<file path="config.mk">
export PLATFORM = sky130hd
export DESIGN_NAME = etu_core
export DESIGN_NICKNAME = d
export VERILOG_FILES = /design/src/pkg/etu_pkg.sv /design/src/rtl/etu_core.sv
export VERILOG_INCLUDE_DIRS = /design/src /design/src/pkg
export SDC_FILE = /design/constraint.sdc
export NUM_CORES = 1
export LEC_CHECK = 0
export BUFFER_PORTS_ARGS = -buffer_cell sky130_fd_sc_hd__buf_2
export CAP_MARGIN = 10
export CORE_MARGIN = 2
export CORE_UTILIZATION = 39
export CTS_BUF_LIST = sky130_fd_sc_hd__clkbuf_16
export DETAILED_ROUTE_END_ITERATION = 16
export GPL_ROUTABILITY_DRIVEN = 1
export GPL_TIMING_DRIVEN = 0
export MAX_ROUTING_LAYER = met4
export PLACE_DENSITY = 0.86
export SYNTH_ARGS = -nofsm -noshare
export SYNTH_HDL_FRONTEND = slang
export SYNTH_SLANG_ARGS = --single-unit
export TNS_END_PERCENT = 20
</file>
<file path="constraint.sdc">
create_clock -name clk_i -period 2.9 [get_ports clk_i]
set_input_delay 0.29 -clock clk_i [delete_from_list [all_inputs] [get_ports clk_i]]
set_output_delay 0.29 -clock clk_i [all_outputs]
set_load 0.005 [all_outputs]
</file>
<file path="src/pkg/etu_consts.svh">
// Purpose: constants for the exception and trace unit
// Assumes: included by its bare name
// Notes:   offsets are byte addresses on the register bus
`ifndef ETU_CONSTS_SVH
`define ETU_CONSTS_SVH

// exception class field values
`define ETU_CLS_NORMAL  2'h3
`define ETU_CLS_STACK   2'h1
`define ETU_CLS_PROCESS 2'h2
`define ETU_CLS_RESET   2'h0

// internal state codes, normal class
`define ETU_N_ZDIV      4'h0
`define ETU_N_TRACE     4'h1
`define ETU_N_ILLOP     4'h2
`define ETU_N_RSVOP     4'h3
`define ETU_N_INVDESC   4'h4
`define ETU_N_MEMFLT    4'h5
`define ETU_N_GATEVEC   4'h6
`define ETU_N_LVLCHG    4'h7
`define ETU_N_RSVDT     4'h8
`define ETU_N_OVF       4'h9
`define ETU_N_PRIVOP    4'ha
`define ETU_N_BPT       4'he
`define ETU_N_PRIVREG   4'hf
// stack class
`define ETU_S_BOUND     4'h0
`define ETU_S_FAULT     4'h1
`define ETU_S_INTID     4'h3
// process class
`define ETU_P_OLDPCB    4'h0
`define ETU_P_GATEPCB   4'h1
`define ETU_P_NEWPCB    4'h4
// reset class
`define ETU_R_OLDPCB    4'h0
`define ETU_R_SYSDATA   4'h1
`define ETU_R_ISTACK    4'h2
`define ETU_R_EXTRST    4'h3
`define ETU_R_NEWPCB    4'h4
`define ETU_R_GATEVEC   4'h6

// access size codes
`define ETU_SZ_BYTE     2'h0
`define ETU_SZ_HALF     2'h1
`define ETU_SZ_WORD     2'h2

// execution level of the kernel
`define ETU_LVL_KERNEL  2'h0

// register map
`define ETU_CTRL_OFF    4'h0
`define ETU_STAT_OFF    4'h4
`define ETU_CTRL_TE     0
`define ETU_CTRL_OE     1
`define ETU_STAT_CODE   2
`define ETU_STAT_TE     6
`define ETU_STAT_TM     7
`define ETU_STAT_FLAGS  8
`define ETU_STAT_OE     12

`endif

</file>
<file path="src/pkg/etu_pkg.sv">
// Purpose: carrier types for the exception and trace unit
// Assumes: constants live in etu_consts.svh
// Notes:   none
`default_nettype none
package etu_pkg;

	typedef struct packed {
		logic zero_divide;
		logic illegal_op;
		logic reserved_op;
		logic priv_op;
		logic lit_dest;
		logic ea_of_lit;
		logic ea_of_reg;
		logic reserved_dtype;
		logic gate_ret_raise;
		logic gate_table_fault;
		logic priv_reg_wr;
		logic breakpoint_instr;
	} etu_norm_t;

	typedef struct packed {
		logic       valid;
		logic       fetch;
		logic [1:0] size;
		logic       address_bit_one;
		logic       address_bit_zero;
		logic       ext_fault;
	} etu_acc_t;

	typedef struct packed {
		logic stack_bound;
		logic stack_fault;
		logic intid_fault;
		logic pcb_old_fault;
		logic pcb_gate_fault;
		logic pcb_new_fault;
		logic rst_old_pcb;
		logic rst_sysdata;
		logic rst_istack;
		logic ext_reset;
		logic rst_new_pcb;
		logic rst_gatevec;
	} etu_sys_t;

	typedef struct packed {
		logic [1:0] exception_class_field;
		logic [3:0] internal_state_code;
		logic       trap;
		logic       pc_at_next;
	} etu_rpt_t;

endpackage

`default_nettype wire

</file>
<file path="src/rtl/etu_core.sv">
// Purpose: exception classification and trace trap logic of the core
// Assumes: core events are synchronous one-cycle pulses on clk_i
// Notes:   register bus is classic wishbone, one wait state per access
//
// Behaviour
// RQ1: every exception writes class field and state code into status word
// RQ2: class encoding normal 11, stack 01, process 10, reset 00
// RQ3: normal class state codes as per table
// RQ4: stack, process and reset class state codes as per table
// RQ5: reset class acts like external reset; higher class wins
// RQ6: trap completes instruction, saved pc points to next instruction
// RQ7: non-trap exception leaves saved pc at faulting opcode
// RQ8: breakpoint instruction always raises breakpoint trap
// RQ9: overflow trap when enable set and overflow flag ends at one
// RQ10: overflow trap clears overflow enable before status word save
// RQ11: back-to-back overflowing instructions yield only one trap
// RQ12: alignment faults only on misaligned word or halfword data accesses
// RQ13: memory fault on misalignment, fault input, coprocessor status or silence
// RQ14: gate return raising privilege and gate table fault raise exceptions
// RQ15: kernel opcode outside kernel, undefined and reserved opcodes fault
// RQ16: privileged register write outside kernel raises exception
// RQ17: zero-divide, invalid descriptor, privileged register, data type clear flags
// RQ18: invalid descriptor on literal destination or bad effective address
// RQ19: trace detected at instruction end, before interrupts
// RQ20: trace trap only when enable and mask are both one
// RQ21: mask set at instruction start, cleared on switch, gate return, fault
// RQ22: process return, process call, gate return are never traced
`timescale 1ns/1ps
`default_nettype none
`include "etu_consts.svh"

module etu_core
	import etu_pkg::*;
(
	input  wire logic        clk_i,
	input  wire logic        rst_i,
	input  wire logic [31:0] wb_adr_i,
	input  wire logic [31:0] wb_dat_i,
	output logic      [31:0] wb_dat_o,
	input  wire logic        wb_we_i,
	input  wire logic [3:0]  wb_sel_i,
	input  wire logic        wb_cyc_i,
	input  wire logic        wb_stb_i,
	output logic             wb_ack_o,
	input  wire logic        instr_start_i,
	input  wire logic        instr_end_i,
	input  wire logic        no_trace_instr_i,
	input  wire logic [1:0]  level_i,
	input  wire etu_norm_t   norm_i,
	input  wire etu_acc_t    acc_i,
	input  wire logic        cop_status_fault_i,
	input  wire logic        cop_no_answer_i,
	input  wire etu_sys_t    sys_i,
	input  wire logic        flags_we_i,
	input  wire logic [3:0]  flags_i,
	input  wire logic        psw_load_i,
	input  wire logic        psw_load_te_i,
	input  wire logic        psw_load_oe_i,
	input  wire logic        ctx_switch_i,
	input  wire logic        gate_ret_seq_i,
	input  wire logic        irq_taken_i,
	output etu_rpt_t         exc_o,
	output logic             exc_valid_o,
	output logic             reset_req_o,
	output logic             align_abort_o,
	output logic             irq_inhibit_o,
	output logic             te_o,
	output logic             tm_o,
	output logic             oe_o,
	output logic [3:0]       flags_o
);

	logic        te_ff, tm_ff, oe_ff, exc_valid_ff, reset_req_ff, ack_ff;
	logic [3:0]  flags_ff;
	etu_rpt_t    rpt_ff;
	logic [31:0] rdat_ff;

	logic        misalign, mem_fault, kernel, v_end, ovf_hit, trace_hit;
	logic        sel_v, sel_trap, sel_clr, ovf_take, trace_take, wb_req;
	logic [1:0]  sel_cls;
	logic [3:0]  sel_code;
	logic [3:0]  wb_off;
	logic [31:0] nxt_rdat;

	assign kernel = (level_i == `ETU_LVL_KERNEL);

	// fetches and bytes never fault; sizes tested on data accesses only
	assign misalign = acc_i.valid && !acc_i.fetch
		&& ((acc_i.size == `ETU_SZ_WORD && (acc_i.address_bit_one || acc_i.address_bit_zero))
		|| (acc_i.size == `ETU_SZ_HALF && acc_i.address_bit_zero)); // [RQ12]

	// the access is aborted before strobes go out, so no external cycle follows
	assign align_abort_o = misalign;
	assign mem_fault = misalign | (acc_i.valid & acc_i.ext_fault)
		| cop_status_fault_i | cop_no_answer_i; // [RQ13]

	// overflow seen with the flags as they stand once the instruction is done
	assign v_end = flags_we_i ? flags_i[0] : flags_ff[0];
	assign ovf_hit = instr_end_i & oe_ff & v_end; // [RQ9]
	assign trace_hit = instr_end_i & te_ff & tm_ff & !no_trace_instr_i; // [RQ20] [RQ22]
	// trace is decided in the uninterruptible tail, so interrupts wait for it
	assign irq_inhibit_o = trace_hit; // [RQ19]

	// highest class wins so a failing handler escalates upward
	always_comb
	begin
		sel_v = 1'b1;
		sel_cls = `ETU_CLS_NORMAL;
		sel_code = `ETU_N_ZDIV;
		sel_trap = 1'b0;
		sel_clr = 1'b0;
		if (sys_i.rst_old_pcb | sys_i.rst_sysdata | sys_i.rst_istack
			| sys_i.ext_reset | sys_i.rst_new_pcb | sys_i.rst_gatevec) // [RQ5]
		begin
			sel_cls = `ETU_CLS_RESET; // [RQ2]
			if (sys_i.rst_old_pcb)
				sel_code = `ETU_R_OLDPCB; // [RQ4]
			else if (sys_i.rst_sysdata)
				sel_code = `ETU_R_SYSDATA;
			else if (sys_i.rst_istack)
				sel_code = `ETU_R_ISTACK;
			else if (sys_i.ext_reset)
				sel_code = `ETU_R_EXTRST;
			else if (sys_i.rst_new_pcb)
				sel_code = `ETU_R_NEWPCB;
			else
				sel_code = `ETU_R_GATEVEC;
		end
		else if (sys_i.pcb_old_fault | sys_i.pcb_gate_fault | sys_i.pcb_new_fault)
		begin
			sel_cls = `ETU_CLS_PROCESS; // [RQ2]
			if (sys_i.pcb_old_fault)
				sel_code = `ETU_P_OLDPCB; // [RQ4]
			else if (sys_i.pcb_gate_fault)
				sel_code = `ETU_P_GATEPCB;
			else
				sel_code = `ETU_P_NEWPCB;
		end
		else if (sys_i.stack_bound | sys_i.stack_fault | sys_i.intid_fault)
		begin
			sel_cls = `ETU_CLS_STACK; // [RQ2]
			if (sys_i.stack_bound)
				sel_code = `ETU_S_BOUND; // [RQ4]
			else if (sys_i.stack_fault)
				sel_code = `ETU_S_FAULT;
			else
				sel_code = `ETU_S_INTID;
		end
		else if (norm_i.gate_table_fault)
			sel_code = `ETU_N_GATEVEC; // [RQ14]
		else if (mem_fault)
			sel_code = `ETU_N_MEMFLT; // [RQ13]
		else if (norm_i.gate_ret_raise)
			sel_code = `ETU_N_LVLCHG; // [RQ14]
		else if (norm_i.illegal_op)
			sel_code = `ETU_N_ILLOP; // [RQ15]
		else if (norm_i.reserved_op)
			sel_code = `ETU_N_RSVOP; // [RQ15]
		else if (norm_i.priv_op && !kernel)
			sel_code = `ETU_N_PRIVOP; // [RQ15]
		else if (norm_i.priv_reg_wr && !kernel)
		begin
			sel_code = `ETU_N_PRIVREG; // [RQ16]
			sel_clr = 1'b1; // [RQ17]
		end
		else if (norm_i.lit_dest | norm_i.ea_of_lit | norm_i.ea_of_reg)
		begin
			sel_code = `ETU_N_INVDESC; // [RQ18]
			sel_clr = 1'b1; // [RQ17]
		end
		else if (norm_i.reserved_dtype)
		begin
			sel_code = `ETU_N_RSVDT; // [RQ3]
			sel_clr = 1'b1; // [RQ17]
		end
		else if (norm_i.zero_divide)
		begin
			sel_code = `ETU_N_ZDIV; // [RQ3]
			sel_clr = 1'b1; // [RQ17]
		end
		else if (instr_end_i && norm_i.breakpoint_instr)
		begin
			sel_code = `ETU_N_BPT; // [RQ8]
			sel_trap = 1'b1; // [RQ6]
		end
		else if (ovf_hit)
		begin
			sel_code = `ETU_N_OVF; // [RQ9]
			sel_trap = 1'b1; // [RQ6]
		end
		else if (trace_hit)
		begin
			sel_code = `ETU_N_TRACE; // [RQ20]
			sel_trap = 1'b1; // [RQ6]
		end
		else
			sel_v = 1'b0;
	end

	assign ovf_take = sel_v && sel_trap && (sel_code == `ETU_N_OVF);
	assign trace_take = sel_v && sel_trap && (sel_code == `ETU_N_TRACE);

	// class and code land in the status word before handler entry
	always_ff @(posedge clk_i)
	begin
		if (rst_i)
		begin
			rpt_ff <= '{`ETU_CLS_RESET, `ETU_R_EXTRST, 1'b0, 1'b0};
			exc_valid_ff <= 1'b0;
			reset_req_ff <= 1'b0;
		end
		else
		begin
			exc_valid_ff <= sel_v;
			reset_req_ff <= sel_v && (sel_cls == `ETU_CLS_RESET); // [RQ5]
			if (sel_v)
			begin
				rpt_ff.exception_class_field <= sel_cls; // [RQ1]
				rpt_ff.internal_state_code <= sel_code; // [RQ1]
				rpt_ff.trap <= sel_trap;
				rpt_ff.pc_at_next <= sel_trap; // [RQ6] [RQ7]
			end
		end
	end

	always_ff @(posedge clk_i)
	begin
		if (rst_i)
			flags_ff <= 4'h0;
		else if (sel_v && sel_clr)
			flags_ff <= 4'h0; // [RQ17]
		else if (flags_we_i)
			flags_ff <= flags_i;
	end

	// mask has no software path; start of instruction wins over a clear
	always_ff @(posedge clk_i)
	begin
		if (rst_i)
			tm_ff <= 1'b0;
		else if (instr_start_i)
			tm_ff <= 1'b1; // [RQ21]
		else if (ctx_switch_i || gate_ret_seq_i || irq_taken_i || sel_v)
			tm_ff <= 1'b0; // [RQ21]
	end

	assign wb_req = wb_cyc_i & wb_stb_i & !ack_ff;
	assign wb_off = wb_adr_i[3:0];

	always_ff @(posedge clk_i)
	begin
		if (rst_i)
			te_ff <= 1'b0;
		else if (psw_load_i)
			te_ff <= psw_load_te_i;
		else if (wb_req && wb_we_i && wb_sel_i[0] && wb_off == `ETU_CTRL_OFF)
			te_ff <= wb_dat_i[`ETU_CTRL_TE];
	end

	// cleared on the trap itself, so a second overflow right behind finds it off
	always_ff @(posedge clk_i)
	begin
		if (rst_i)
			oe_ff <= 1'b0;
		else if (ovf_take)
			oe_ff <= 1'b0; // [RQ10] [RQ11]
		else if (psw_load_i)
			oe_ff <= psw_load_oe_i;
		else if (wb_req && wb_we_i && wb_sel_i[0] && wb_off == `ETU_CTRL_OFF)
			oe_ff <= wb_dat_i[`ETU_CTRL_OE];
	end

	always_comb
	begin
		nxt_rdat = 32'h0000_0000;
		if (wb_adr_i[31:4] == 28'h0 && wb_off == `ETU_CTRL_OFF)
		begin
			nxt_rdat[`ETU_CTRL_TE] = te_ff;
			nxt_rdat[`ETU_CTRL_OE] = oe_ff;
		end
		else if (wb_adr_i[31:4] == 28'h0 && wb_off == `ETU_STAT_OFF)
		begin
			nxt_rdat[1:0] = rpt_ff.exception_class_field;
			nxt_rdat[`ETU_STAT_CODE +: 4] = rpt_ff.internal_state_code;
			nxt_rdat[`ETU_STAT_TE] = te_ff;
			nxt_rdat[`ETU_STAT_TM] = tm_ff;
			nxt_rdat[`ETU_STAT_FLAGS +: 4] = flags_ff;
			nxt_rdat[`ETU_STAT_OE] = oe_ff;
		end
	end

	// every address is acked; unmapped reads give zero, writes decode only the low four address bits
	always_ff @(posedge clk_i)
	begin
		if (rst_i)
		begin
			ack_ff <= 1'b0;
			rdat_ff <= 32'h0000_0000;
		end
		else
		begin
			ack_ff <= wb_req;
			if (wb_req && !wb_we_i)
				rdat_ff <= nxt_rdat;
		end
	end

	assign wb_ack_o = ack_ff;
	assign wb_dat_o = rdat_ff;
	assign exc_o = rpt_ff;
	assign exc_valid_o = exc_valid_ff;
	assign reset_req_o = reset_req_ff;
	assign te_o = te_ff;
	assign tm_o = tm_ff;
	assign oe_o = oe_ff;
	assign flags_o = flags_ff;
endmodule

`default_nettype wire

</file>
After elaboration in Yosys (flattened, before gate mapping)
Index checks and enable logic that the tools add are counted.
Word-level totals
  register bits: 30
  logic and storage cells: 152
Cells by class
  equal/unequal tests: 4
  muxes and demuxes: 80
  bitwise gates (word level): 22
  reduce and logical (&&, ||, !) cells: 35
Operator list (count)
  two-way mux 4 bit: 15
  two-way mux 1 bit: 50
  logical NOT 28 bit: 1
  two-way mux 3 bit: 6
  logical AND 1 bit: 17
  two-way mux 2 bit: 7
  bitwise OR 1 bit: 14
  two-way mux 13 bit: 1
  two-way mux 11 bit: 1
  AND 1 bit: 8
  logical NOT 1 bit: 5
  logical OR 1 bit: 5
  == test 4 x 3 -> 1 bit, second input constant: 1
  == test 4 bit, second input constant: 1
  logical NOT 2 bit: 2
  logical NOT 4 bit: 1
  nonzero test 2 bit: 2
  OR reduction 2 bit: 2
  == test 2 x 1 -> 1 bit, second input constant: 1
  == test 2 bit, second input constant: 1

Depth between registers and ports, before layout
Gate-level depths: netlist of the first run.
  word-level depth: 22
  depth in mapped cells: 6
  depth with buffers taken out: 5

Least setup slack after synthesis of the first run
No wires, ideal clock.
  path kind: input to register
  start: input port acc_i[0] (netlist bit)
  end: register oe_ff (netlist: oe_o)
  arrival: 1600 ps
  path slack: 1174 ps
  stages on the path: 5
  buffers on the path: 0
  cell sequence: a211o_1 -> or3_4 -> nor3_2 -> o211ai_1 -> o41a_1
On the way
  cells in the longest elaborated chain, start to end: 12
  elaborated cells between the ends (all ways): 23
  classes of those cells: eq/ne: 1; mux: 15; bitwise: 4; reduce/logical: 3
Ends and longest elaborated chain
  from (decl): line etu_core.sv:50  | input wire etu_acc_t acc_i,
  AND 1 bit (*): line etu_core.sv:94  | assign mem_fault = misalign | (acc_i.valid & acc_i.ext_fault)
  bitwise OR 1 bit (*): line etu_core.sv:94
  bitwise OR 1 bit (*) (2 in a row): line etu_core.sv:95  | | cop_status_fault_i | cop_no_answer_i;
  two-way mux 4 bit / two-way mux 1 bit (equally long branches): line etu_core.sv:151  | else if (mem_fault)
  two-way mux 4 bit / two-way mux 1 bit (equally long branches): line etu_core.sv:149  | else if (norm_i.gate_table_fault)
  two-way mux 4 bit / two-way mux 1 bit (equally long branches): line etu_core.sv:139  | else if (sys_i.stack_bound | sys_i.stack_fault | sys_i.intid_fault)
  two-way mux 4 bit / two-way mux 1 bit (equally long branches): line etu_core.sv:129  | else if (sys_i.pcb_old_fault | sys_i.pcb_gate_fault | sys_i.pcb_new_fault)
  two-way mux 4 bit / two-way mux 1 bit (equally long branches): line etu_core.sv:112  | if (sys_i.rst_old_pcb | sys_i.rst_sysdata | sys_i.rst_istack
  == test 4 bit (no source line) / logical AND 1 bit (equally long branches)
  logical AND 1 bit (*): line etu_core.sv:200  | assign ovf_take = sel_v && sel_trap && (sel_code == `ETU_N_OVF);
  OR reduction 2 bit (no source line) (*)
  to (signal assigned): line etu_core.sv:268  | oe_ff <= psw_load_oe_i;
  to (signal assigned): line etu_core.sv:270  | oe_ff <= wb_dat_i[`ETU_CTRL_OE];
  to (decl): line etu_core.sv:73  | logic te_ff, tm_ff, oe_ff, exc_valid_ff, reset_req_ff, ack_ff;
Every way passes the cells marked *; elsewhere a longest branch is shown, timed or not.
A chain may end at the register's enable or synchronous reset.

Worst setup path after layout of the first run
  start: register ack_ff (netlist: wb_ack_o)
  end: register rdat_ff[12] (netlist: wb_dat_o[12])
On the way
  cells in the longest elaborated chain, start to end: 3
Ends and longest elaborated chain
  from (decl): line etu_core.sv:73
  from (signal assigned): line etu_core.sv:302  | ack_ff <= wb_req;
  logical NOT 1 bit: line etu_core.sv:247  | assign wb_req = wb_cyc_i & wb_stb_i & !ack_ff;
  AND 1 bit: line etu_core.sv:247
  logical AND 1 bit: line etu_core.sv:303  | if (wb_req && !wb_we_i)
  to (signal assigned): line etu_core.sv:304  | rdat_ff <= nxt_rdat;
  to (decl): line etu_core.sv:76  | logic [31:0] rdat_ff;
No other way between the ends.

==> impl_summary.log, run 1 <==
INFO  metric cts_made_buffers = 5
INFO  metric synthCells = 204
INFO  metric critical-path-max-stage-delay = 0.41 ns
INFO  metric critPathArrivalTime = 2.02 ns
INFO  metric cts_post_setup_buffers_inserted = 0
INFO  metric fin_worst_hold_slack = 0.230 ns
INFO  metric worst-endpoint-required = 3.10 ns
INFO  metric max_freq = 0.550 GHz
INFO  metric netSwitchingFraction = 23.4%
INFO  metric r2r-end = wb_dat_o[12]
INFO  metric clock_tree_from_tritoncts = built
INFO  metric ctsResizeCount = 0
INFO  metric clock_skew = 0.00346 ns
INFO  metric postCtsHoldBufs = 0
INFO  metric pwr-share-seq = 39.9%
INFO  metric worstPathCellList = and3b_1 -> nand2b_1 -> nor4_1 -> clkbuf_1 -> a22oi_1 -> nor2_1
INFO  metric dr.pass1.iters = 4
INFO  metric netSwitchingPower = 0.000253 W
INFO  metric routed.top_layer = met4
INFO  metric half_perimeter_wire_length_of_the_detailed_placement_result = 4330 um
INFO  metric destination_of_the_worst_hold_path = tm_o
INFO  metric power_per_cell_area = 411 nW/um^2
INFO  metric synth_area_leader_cell = sky130_fd_sc_hd__dfxtp_1
INFO  metric critPathLaunchType = register
INFO  metric routabilityCongestion = 0.787
INFO  metric synth_edf_count = 0
INFO  metric mappedNetlistArea = 1770 um^2
INFO  metric insertedDiodeCount = 0
INFO  metric clkSlewWorstSetupHoldPaths = 0.05 ns
INFO  metric final_cells = 401
INFO  metric period_utilization = 62.7%
INFO  metric grt_first_pass_wirelength = 8050 um
INFO  metric boundaryPins = 174
INFO  metric tightest_slew = 0.593 ns
INFO  metric p_comb_share = 16.8%
INFO  metric die_h = 71.3 um
INFO  metric drc = 0
INFO  metric core_area = 4350 um^2
INFO  metric wl_met1 = 1910 um
INFO  metric drt_first_iter_violations = 61
INFO  metric r2r.worst_path.cells = 6
INFO  metric rsz0062_at_grt = no
INFO  metric async_reset_ff_share = 0%
INFO  metric setup_tns = 0 ns
INFO  metric run_status = finished clean
INFO  metric cp_slowest_cell = sky130_fd_sc_hd__nor4_1
INFO  metric avgRoutedWirePerCell = 12.9 um
INFO  metric crit_type = reg -> reg
INFO  metric antenna_violating_nets_post_route = 0
INFO  metric htree_num_levels = 2
INFO  metric leading_cell_types_in_the_layout_fill_and_taps_excluded = sky130_fd_sc_hd__buf_2 (119), sky130_fd_sc_hd__nor2_1 (33), sky130_fd_sc_hd__dfxtp_1 (30)
INFO  metric cts-root-to-sink-buffers = 2
INFO  metric ir_worst_vdd = 285 uV
INFO  metric worst_path_dominant_cell_family = simple AND/OR/NAND/NOR gates
INFO  metric fin_crit = 1.82 ns
INFO  metric timing.final.hold_violations = 0
INFO  metric tritoncts_num_sinks = 30
INFO  metric worst-path-buf-inv = 1
INFO  metric grt_max_degree = 11
INFO  metric timing.final.setup_violations = 0
INFO  metric area_growth_syn_to_layout = 49.0%
INFO  metric synth.ff_latch_count = 30
INFO  metric seq_area_frac_synth = 34.0%
INFO  metric final_net_count = 470
INFO  metric worst-path-max-fanout = 10
INFO  metric synth-main-ff-cell = sky130_fd_sc_hd__dfxtp_1
INFO  metric timing_max_transition_violations_final = 0
INFO  metric cell_at_the_root_of_the_clock_tree = sky130_fd_sc_hd__clkbuf_16
INFO  metric total_global_route_track_usage = 20.5%
INFO  metric drv.max_cap_violation_count = 0
INFO  metric rrSetupSlack = 1.08 ns
INFO  metric critical_path.endpoint_type = register
INFO  metric leakage = 1.33 nW
INFO  metric drt-vias-per-instance = 5.04
INFO  metric antenna_found_initial = 0
INFO  metric route.met2.wl = 2700 um
INFO  metric netlist_top_cells_area = sky130_fd_sc_hd__dfxtp_1 (34%), sky130_fd_sc_hd__buf_4 (8.5%), sky130_fd_sc_hd__nor2_1 (7.0%), sky130_fd_sc_hd__a22oi_1 (4.7%), sky130_fd_sc_hd__mux2i_1 (4.5%)
INFO  metric io_buffers = 119
INFO  metric ys_types = 57
INFO  metric via_count = 2021
INFO  metric hp-class = in -> reg
INFO  metric post-route-util = 60.5%
INFO  metric route.met3.wl = 465 um
INFO  metric max_slew_margin = 60.2%
INFO  metric share_of_layout_cells_above_drive_strength_1 = 45.6%
INFO  metric p_int = 0.000829 W
INFO  metric layout_commonest_cell = sky130_fd_sc_hd__buf_2
INFO  metric synth_largest_type_area_fraction = 34.0%
INFO  metric worstSetupStartpoint = wb_ack_o
INFO  metric initial_core_util = 40.6%
INFO  metric share_of_power_burned_in_the_clock_network = 43.3%
INFO  metric route.final.wire_length = 5160 um
INFO  metric clkLatencyLatePin = 0.27 ns
INFO  metric hold_crit_start = instr_start_i
INFO  metric row_count = 24
INFO  metric die_x = 71.3 um
INFO  metric post-place-cells = 393
INFO  metric grt_pass1_vias = 1877
INFO  metric avg_inst_size_synth = 8.67 um^2
INFO  metric grt_overflow = 0
INFO  metric number_of_cells_on_the_worst_hold_path = 3
INFO  metric die_area = 5090 um^2
INFO  metric p_total = 0.00108 W
INFO  metric timing.rr.start = wb_ack_o
INFO  metric synthesis.yosys.warnings = 0
-- layout make-up --
cell class,count,area [um^2]
flip-flops and latches,30,601
fillers,399,1720
plain buffers,26,174
clock buffers,5,125
multi-input cells,160,1040
inverters,6,22.5
clock inverters,3,12.5
repair buffers,119,596
well taps,52,65.1
-- metal layers --
| layer | vias to the layer above | track usage [%] |
|---|---|---|
| met5 | - | - |
| met4 | 0 | 7.13 |
| met3 | 9 | 3.38 |
| met2 | 106 | 37.9 |
| met1 | 896 | 21.9 |
| li1 | 1010 | - |
-- logic make-up (layout without fill, tap and decap cells) --
logic type             count (synthesis)  after routing  share of synthesized area [%]
AND/OR/NAND/NOR                       83             83                           27.6
AO/OA/AOI/OAI                         48             48                           21.4
other                                  1             19                          0.212
buffers and inverters                 32            159                           11.1
flip-flops                            30             30                           34.0
multiplexers                           9              9                           5.17
XOR/XNOR                               1              1                          0.495
-- per-stage QoR --
step	setup slack (ns)	cell area (um^2)
floorplan	1.17	1840
global placement	0.884	2500
detailed placement	0.838	2500
CTS	1.06	2630
global route	0.826	2630
finish	1.08	2630
-- synth_stat cells, types with 2 or more instances --
| master | n |
|---|---|
| sky130_fd_sc_hd__nor2_1 | 33 |
| sky130_fd_sc_hd__dfxtp_1 | 30 |
| sky130_fd_sc_hd__buf_4 | 20 |
| sky130_fd_sc_hd__a22oi_1 | 11 |
| sky130_fd_sc_hd__mux2i_1 | 8 |
| sky130_fd_sc_hd__nor4_1 | 8 |
| sky130_fd_sc_hd__a21oi_1 | 6 |
| sky130_fd_sc_hd__inv_1 | 6 |
| sky130_fd_sc_hd__nor3_1 | 6 |
| sky130_fd_sc_hd__clkbuf_1 | 5 |
| sky130_fd_sc_hd__and2_1 | 3 |
| sky130_fd_sc_hd__nand2_1 | 3 |
| sky130_fd_sc_hd__nand2b_1 | 3 |
| sky130_fd_sc_hd__nand3_1 | 3 |
| sky130_fd_sc_hd__nand3b_1 | 3 |
| sky130_fd_sc_hd__o21ai_0 | 3 |
| sky130_fd_sc_hd__a2111oi_0 | 2 |
| sky130_fd_sc_hd__a211o_2 | 2 |
| sky130_fd_sc_hd__a211oi_1 | 2 |
| sky130_fd_sc_hd__a2bb2oi_1 | 2 |
| sky130_fd_sc_hd__a31oi_1 | 2 |
| sky130_fd_sc_hd__and3b_1 | 2 |
| sky130_fd_sc_hd__nand4_1 | 2 |
| sky130_fd_sc_hd__nand4b_1 | 2 |
| sky130_fd_sc_hd__nor2b_1 | 2 |
| sky130_fd_sc_hd__nor3_2 | 2 |
| sky130_fd_sc_hd__nor4_4 | 2 |
| sky130_fd_sc_hd__o21bai_1 | 2 |
-- registers in the layout (all words and copies together) (netlist names) --
| signal | count |
|---|---|
| exc_o | 7 |
| reset_req_o | 1 |
| wb_dat_o | 13 |
| exc_valid_o | 1 |
| wb_ack_o | 1 |
| tm_o | 1 |
| oe_o | 1 |
| te_o | 1 |
| flags_o | 4 |
-- worst reg2reg max path, delay by kind of cell, from the launching register on --
kind	cells	cell delay (ns)
simple gates	4	0.92
buf+inv	1	0.41
flops	1	0.30
compound gates	1	0.13
-- how the worst max path moves through the flow --
stage / to / slack [ns] / depth (start not counted)
after floorplan: oe_o / 1.17 / 5
after global placement: exc_o[4] / 0.88 / 6
after detailed placement: exc_o[4] / 0.84 / 6
after CTS: wb_dat_o[12] / 1.06 / 6
after global routing: wb_dat_o[7] / 0.83 / 6
final: wb_dat_o[12] / 1.08 / 6
-- power by group through the flow --
| stage | combinational [W] | sequential [W] | clock (W) |
|---|---|---|---|
| after global routing | 0.000202 | 0.000433 | 0.000498 |
| final | 0.000181 | 0.000432 | 0.000469 |
| after floorplan | 0.0000860 | 0.000439 | 0 |
| after CTS | 0.000182 | 0.000432 | 0.000479 |
| after global placement | 0.000177 | 0.000441 | 0 |
| after detailed placement | 0.000181 | 0.000441 | 0 |
(Power assumes the default switching activity.)
==> inputs of run 2 (changes only) <==
- CORE_UTILIZATION: 39 -> 36
- PLACE_DENSITY: 0.86 -> 0.8
- clock period: 2.9 -> 1.7 ns (I/O delays scaled with it)
==> impl_summary.log, run 2 (synthesis gave the netlist of run 1 again) <==
INFO  metric power_per_cell_area = 695 nW/um^2
INFO  metric critPathArrivalTime = 1.72 ns
INFO  metric tritoncts_num_sinks = 30
INFO  metric half_perimeter_wire_length_of_the_detailed_placement_result = 4370 um
INFO  metric clkLatencyLatePin = 0.27 ns
INFO  metric r2r-end = exc_o[2]
INFO  metric grt_max_degree = 11
INFO  metric drv.max_cap_violation_count = 0
INFO  metric worst-path-buf-inv = 0
INFO  metric clock_skew = 0.00231 ns
INFO  metric largest_register_ff_count = 13
INFO  metric routabilityCongestion = 0.806
INFO  metric grt_overflow = 0
INFO  metric timing.final.setup_violations = 0
INFO  metric period_utilization = 92.7%
INFO  metric cts_made_buffers = 5
INFO  metric die_area = 5490 um^2
INFO  metric ir_worst_vdd = 414 uV
INFO  metric leading_cell_types_in_the_layout_fill_and_taps_excluded = sky130_fd_sc_hd__buf_2 (119), sky130_fd_sc_hd__nor2_1 (33), sky130_fd_sc_hd__dfxtp_1 (30)
INFO  metric cell_at_the_root_of_the_clock_tree = sky130_fd_sc_hd__clkbuf_16
INFO  metric die_x = 74.1 um
INFO  metric hold_crit_start = instr_start_i
INFO  metric worst-endpoint-required = 1.85 ns
INFO  metric fin_crit = 1.58 ns
INFO  metric antenna_violating_nets_post_route = 0
INFO  metric clock_tree_from_tritoncts = built
INFO  metric grt_pass1_vias = 1789
INFO  metric boundaryPins = 174
INFO  metric destination_of_the_worst_hold_path = tm_o
INFO  metric insertedDiodeCount = 0
INFO  metric postCtsHoldBufs = 0
INFO  metric critPathLaunchType = register
INFO  metric critical_path.endpoint_type = register
INFO  metric max_freq = 0.635 GHz
INFO  metric critical-path-max-stage-delay = 0.40 ns
INFO  metric crit_type = reg -> reg
INFO  metric drt-vias-per-instance = 4.81
INFO  metric io_buffers = 119
INFO  metric r2r.worst_path.cells = 5
INFO  metric cts-root-to-sink-buffers = 2
INFO  metric dr.pass1.iters = 4
INFO  metric p_total = 0.00189 W
INFO  metric number_of_cells_on_the_worst_hold_path = 3
INFO  metric worstPathCellList = nand2_1 -> nor2_1 -> o31ai_4 -> and2_4 -> a221o_1
INFO  metric avgRoutedWirePerCell = 12.7 um
INFO  metric final_net_count = 473
INFO  metric worst_path_dominant_cell_family = simple AND/OR/NAND/NOR gates
INFO  metric hp-class = in -> reg
INFO  metric timing.final.hold_violations = 0
INFO  metric htree_num_levels = 2
INFO  metric grt_first_pass_wirelength = 7670 um
INFO  metric timing_max_transition_violations_final = 0
INFO  metric fin_worst_hold_slack = 0.114 ns
INFO  metric drc = 0
INFO  metric route.final.wire_length = 5330 um
INFO  metric tightest_slew = 0.498 ns
INFO  metric run_status = finished clean
INFO  metric rrSetupSlack = 0.12 ns
INFO  metric core_area = 4720 um^2
INFO  metric timing.rr.start = te_o
INFO  metric rsz0062_at_grt = no
INFO  metric layout_commonest_cell = sky130_fd_sc_hd__buf_2
INFO  metric total_global_route_track_usage = 18.6%
INFO  metric row_count = 25
INFO  metric initial_core_util = 37.4%
INFO  metric area_growth_syn_to_layout = 53.5%
INFO  metric drt_first_iter_violations = 51
INFO  metric clkSlewWorstSetupHoldPaths = 0.05 ns
INFO  metric antenna_found_initial = 0
INFO  metric cp_slowest_cell = sky130_fd_sc_hd__dfxtp_1
INFO  metric die_h = 74.1 um
INFO  metric max_slew_margin = 65.9%
INFO  metric layout.filler_cells = 427
INFO  metric share_of_layout_cells_above_drive_strength_1 = 48.0%
INFO  metric leakage = 1.36 nW
INFO  metric worst-path-max-fanout = 8
INFO  metric via_count = 2016
==> run 2: cell count changes in the layout (fill, tap and decap cells not counted), sizes merged <==
cell      change
clkinvlp      +1
clkbuf        -1
buf           +4
inv           -1
==> run 2: what timing repair did <==
action,in CTS,in global routing
setup buffers,0,3
endpoints found under the setup margin,10,18
resized for setup,3,6
pin swaps,0,0
gates cloned,0,0
==> run 2: worst max path at each step <==
stage | startpoint | endpoint | cells after the start
floorplan | acc_i[0] | oe_o | 5
global placement | norm_i[6] | exc_o[4] | 6
detailed placement | norm_i[6] | exc_o[4] | 6
CTS | wb_ack_o | wb_dat_o[9] | 6
global route | sys_i[4] | oe_o | 6
finish | te_o | exc_o[2] | 5
==> run 2: per-layer routing <==
layer  routed length, um  global-route usage (%)  vias up
met4                  33                    3.64        0
met5                   0                       -        -
met1                2140                    19.8      903
met2                2790                    35.3       89
met3                 373                    3.66        2
li1                    -                       -     1022
==> run 2: worst register-to-register path: cells and delay by family, from the launching register on <==
family | cells | cell delay (ns)
AND/OR/NAND/NOR | 3 | 0.54
AO/OA/AOI/OAI | 2 | 0.51
flip-flops | 1 | 0.40
==> run 2: layout make-up <==
type,instances,area (um^2),share of cell area (%)
Tap cell,67,83.8,3.09
Clock buffer,5,125,4.61
Sequential cell,30,601,22.1
Multi-Input combinational cell,160,1070,39.4
Timing Repair Buffer,122,618,22.8
Inverter,6,22.5,0.830
Clock inverter,3,16.3,0.599
Buffer,26,178,6.55
==> run 2: where the power goes <==
part | internal, W | total [W] | leakage [nW] | switching (W)
sequential | 0.000722 | 0.000737 | 0.245 | 0.0000149
combinational | 0.000167 | 0.000315 | 1.04 | 0.000147
clock | 0.000533 | 0.000835 | 0.0672 | 0.000302
total | 0.00142 | 0.00189 | 1.36 | 0.000464
==> run 2: through the flow <==
stage               setup TNS (ns)  cells  area (um^2)  util [%]  worst slack, ns
floorplan                        0    222         1840         -           0.0945
global placement             -2.75    408         2510      53.2           -0.212
detailed placement           -3.51    408         2510      53.2           -0.222
CTS                              0    416         2670      56.5           0.0191
global route                     0    419         2710      57.5           0.0101
finish                           0    419         2710      57.5            0.125
==> inputs of run 3 (changes only) <==
- RECOVER_POWER: default -> 100
==> impl_summary.log, run 3 (synthesis gave the netlist of run 1 again) <==
INFO  metric grt_overflow = 0
INFO  metric area_growth_syn_to_layout = 52.2%
INFO  metric critical_path.endpoint_type = register
INFO  metric half_perimeter_wire_length_of_the_detailed_placement_result = 4370 um
INFO  metric ir_worst_vdd = 414 uV
INFO  metric drv.max_cap_violation_count = 0
INFO  metric cell_at_the_root_of_the_clock_tree = sky130_fd_sc_hd__clkbuf_16
INFO  metric final_net_count = 473
INFO  metric boundaryPins = 174
INFO  metric row_count = 25
INFO  metric critical-path-max-stage-delay = 0.45 ns
INFO  metric io_buffers = 119
INFO  metric total_global_route_track_usage = 18.6%
INFO  metric avgRoutedWirePerCell = 12.8 um
INFO  metric final.setup.worst_slack = 0.120 ns
INFO  metric timing.final.setup_violations = 0
INFO  metric worstPathCellList = nor2b_2 -> o311a_1 -> o211ai_1 -> o41a_1
INFO  metric drt_first_iter_violations = 44
INFO  metric via_count = 2028
INFO  metric clkLatencyLatePin = 0.27 ns
INFO  metric core_area = 4720 um^2
INFO  metric antenna_violating_nets_post_route = 0
INFO  metric cp_slowest_cell = sky130_fd_sc_hd__dfxtp_1
INFO  metric die_area = 5490 um^2
INFO  metric tritoncts_num_sinks = 30
INFO  metric cts_made_buffers = 5
INFO  metric drt-vias-per-instance = 4.84
INFO  metric insertedDiodeCount = 0
INFO  metric route.final.wire_length = 5340 um
INFO  metric power_per_cell_area = 699 nW/um^2
INFO  metric grt_first_pass_wirelength = 7670 um
INFO  metric routabilityCongestion = 0.806
INFO  metric timing.final.hold_violations = 0
INFO  metric timing_max_transition_violations_final = 0
INFO  metric setup_tns = 0 ns
INFO  metric final_cells = 419
INFO  metric clock_tree_from_tritoncts = built
INFO  metric cts-root-to-sink-buffers = 2
INFO  metric worst-endpoint-required = 1.85 ns
INFO  metric run_status = finished clean
INFO  metric dp_worst_setup_slack = -0.222 ns
INFO  metric tightest_slew = 0.492 ns
INFO  metric p_total = 0.00188 W
INFO  metric grt_max_degree = 11
INFO  metric clock_skew = 0.00224 ns
INFO  metric die_x = 74.1 um
INFO  metric htree_num_levels = 2
INFO  metric period_utilization = 92.9%
INFO  metric worst_path_dominant_cell_family = compound AO/OA/AOI/OAI gates
INFO  metric fin_worst_hold_slack = 0.116 ns
INFO  metric layout_commonest_cell = sky130_fd_sc_hd__buf_2
INFO  metric postCtsHoldBufs = 0
INFO  metric rsz0062_at_grt = no
INFO  metric fin_crit = 1.58 ns
INFO  metric hp-class = in -> reg
INFO  metric critPathLaunchType = register
INFO  metric antenna_found_initial = 0
INFO  metric grt_pass1_vias = 1789
INFO  metric critPathArrivalTime = 1.73 ns
INFO  metric post-place-cells = 408
INFO  metric max_freq = 0.633 GHz
INFO  metric crit_type = reg -> reg
INFO  metric leading_cell_types_in_the_layout_fill_and_taps_excluded = sky130_fd_sc_hd__buf_2 (101), sky130_fd_sc_hd__nor2_1 (33), sky130_fd_sc_hd__dfxtp_1 (30)
INFO  metric worst-path-buf-inv = 0
INFO  metric leakage = 1.28 nW
INFO  metric drc = 0
INFO  metric worst-path-max-fanout = 5
INFO  metric initial_core_util = 37.4%
INFO  metric clkSlewWorstSetupHoldPaths = 0.05 ns
INFO  metric dr.pass1.iters = 4
INFO  metric die_h = 74.1 um
INFO  metric largest_register_ff_count = 13
INFO  metric share_of_layout_cells_above_drive_strength_1 = 42.9%
INFO  metric max_slew_margin = 66.3%
run 3: final cells by class:
class,count,area (um^2)
Fill cell,435,2030
Multi-Input combinational cell,160,1070
Sequential cell,30,601
Timing Repair Buffer,122,596
Buffer,26,178
Clock buffer,5,125
Tap cell,67,83.8
Inverter,6,22.5
Clock inverter,3,16.3
run 3: tightest hold or removal path, stage by stage:
cell and delay [ns]:
sky130_fd_sc_hd__buf_2 0.08, sky130_fd_sc_hd__a31oi_1 0.03, sky130_fd_sc_hd__nor2_1 0.07
run 3: report_power, final:
| group | internal (W) | switching [W] |
|---|---|---|
| Combinational | 0.000165 | 0.000148 |
| Clock | 0.000533 | 0.000297 |
| Sequential | 0.000722 | 0.0000154 |
run 3: final timing paths:
kind                       from          end  slack [ns]  cells after the start
hold / removal    instr_start_i         tm_o        0.12                      3
setup reg to reg           oe_o         oe_o        0.12                      4
hold reg to reg     wb_dat_o[0]  wb_dat_o[0]        0.49                      2
setup / recovery           oe_o         oe_o        0.12                      4
run 3: what timing repair did:
| item | CTS | global route |
|---|---|---|
| setup endpoints to repair | 10 | 18 |
| resized for setup | 3 | 6 |
| hold endpoints to repair | 0 | 0 |
| setup buffers | 0 | 3 |
run 3: routing by layer:
metal | vias to the layer above | global-route usage (%) | share of wire (%) | routed length, um
met2 | 95 | 35.3 | 51 | 2740
met3 | 4 | 3.66 | 7.3 | 389
met1 | 908 | 19.8 | 40 | 2160
met5 | - | - | 0 | 0
met4 | 0 | 3.64 | 1.1 | 58
li1 | 1021 | - | - | -
run 3: metrics by stage:
stage	utilization, %	instance area (um^2)
after global routing	57.0	2690
final	57.0	2690
after global placement	53.2	2510
after CTS	56.5	2670
after floorplan	-	1840
after detailed placement	53.2	2510
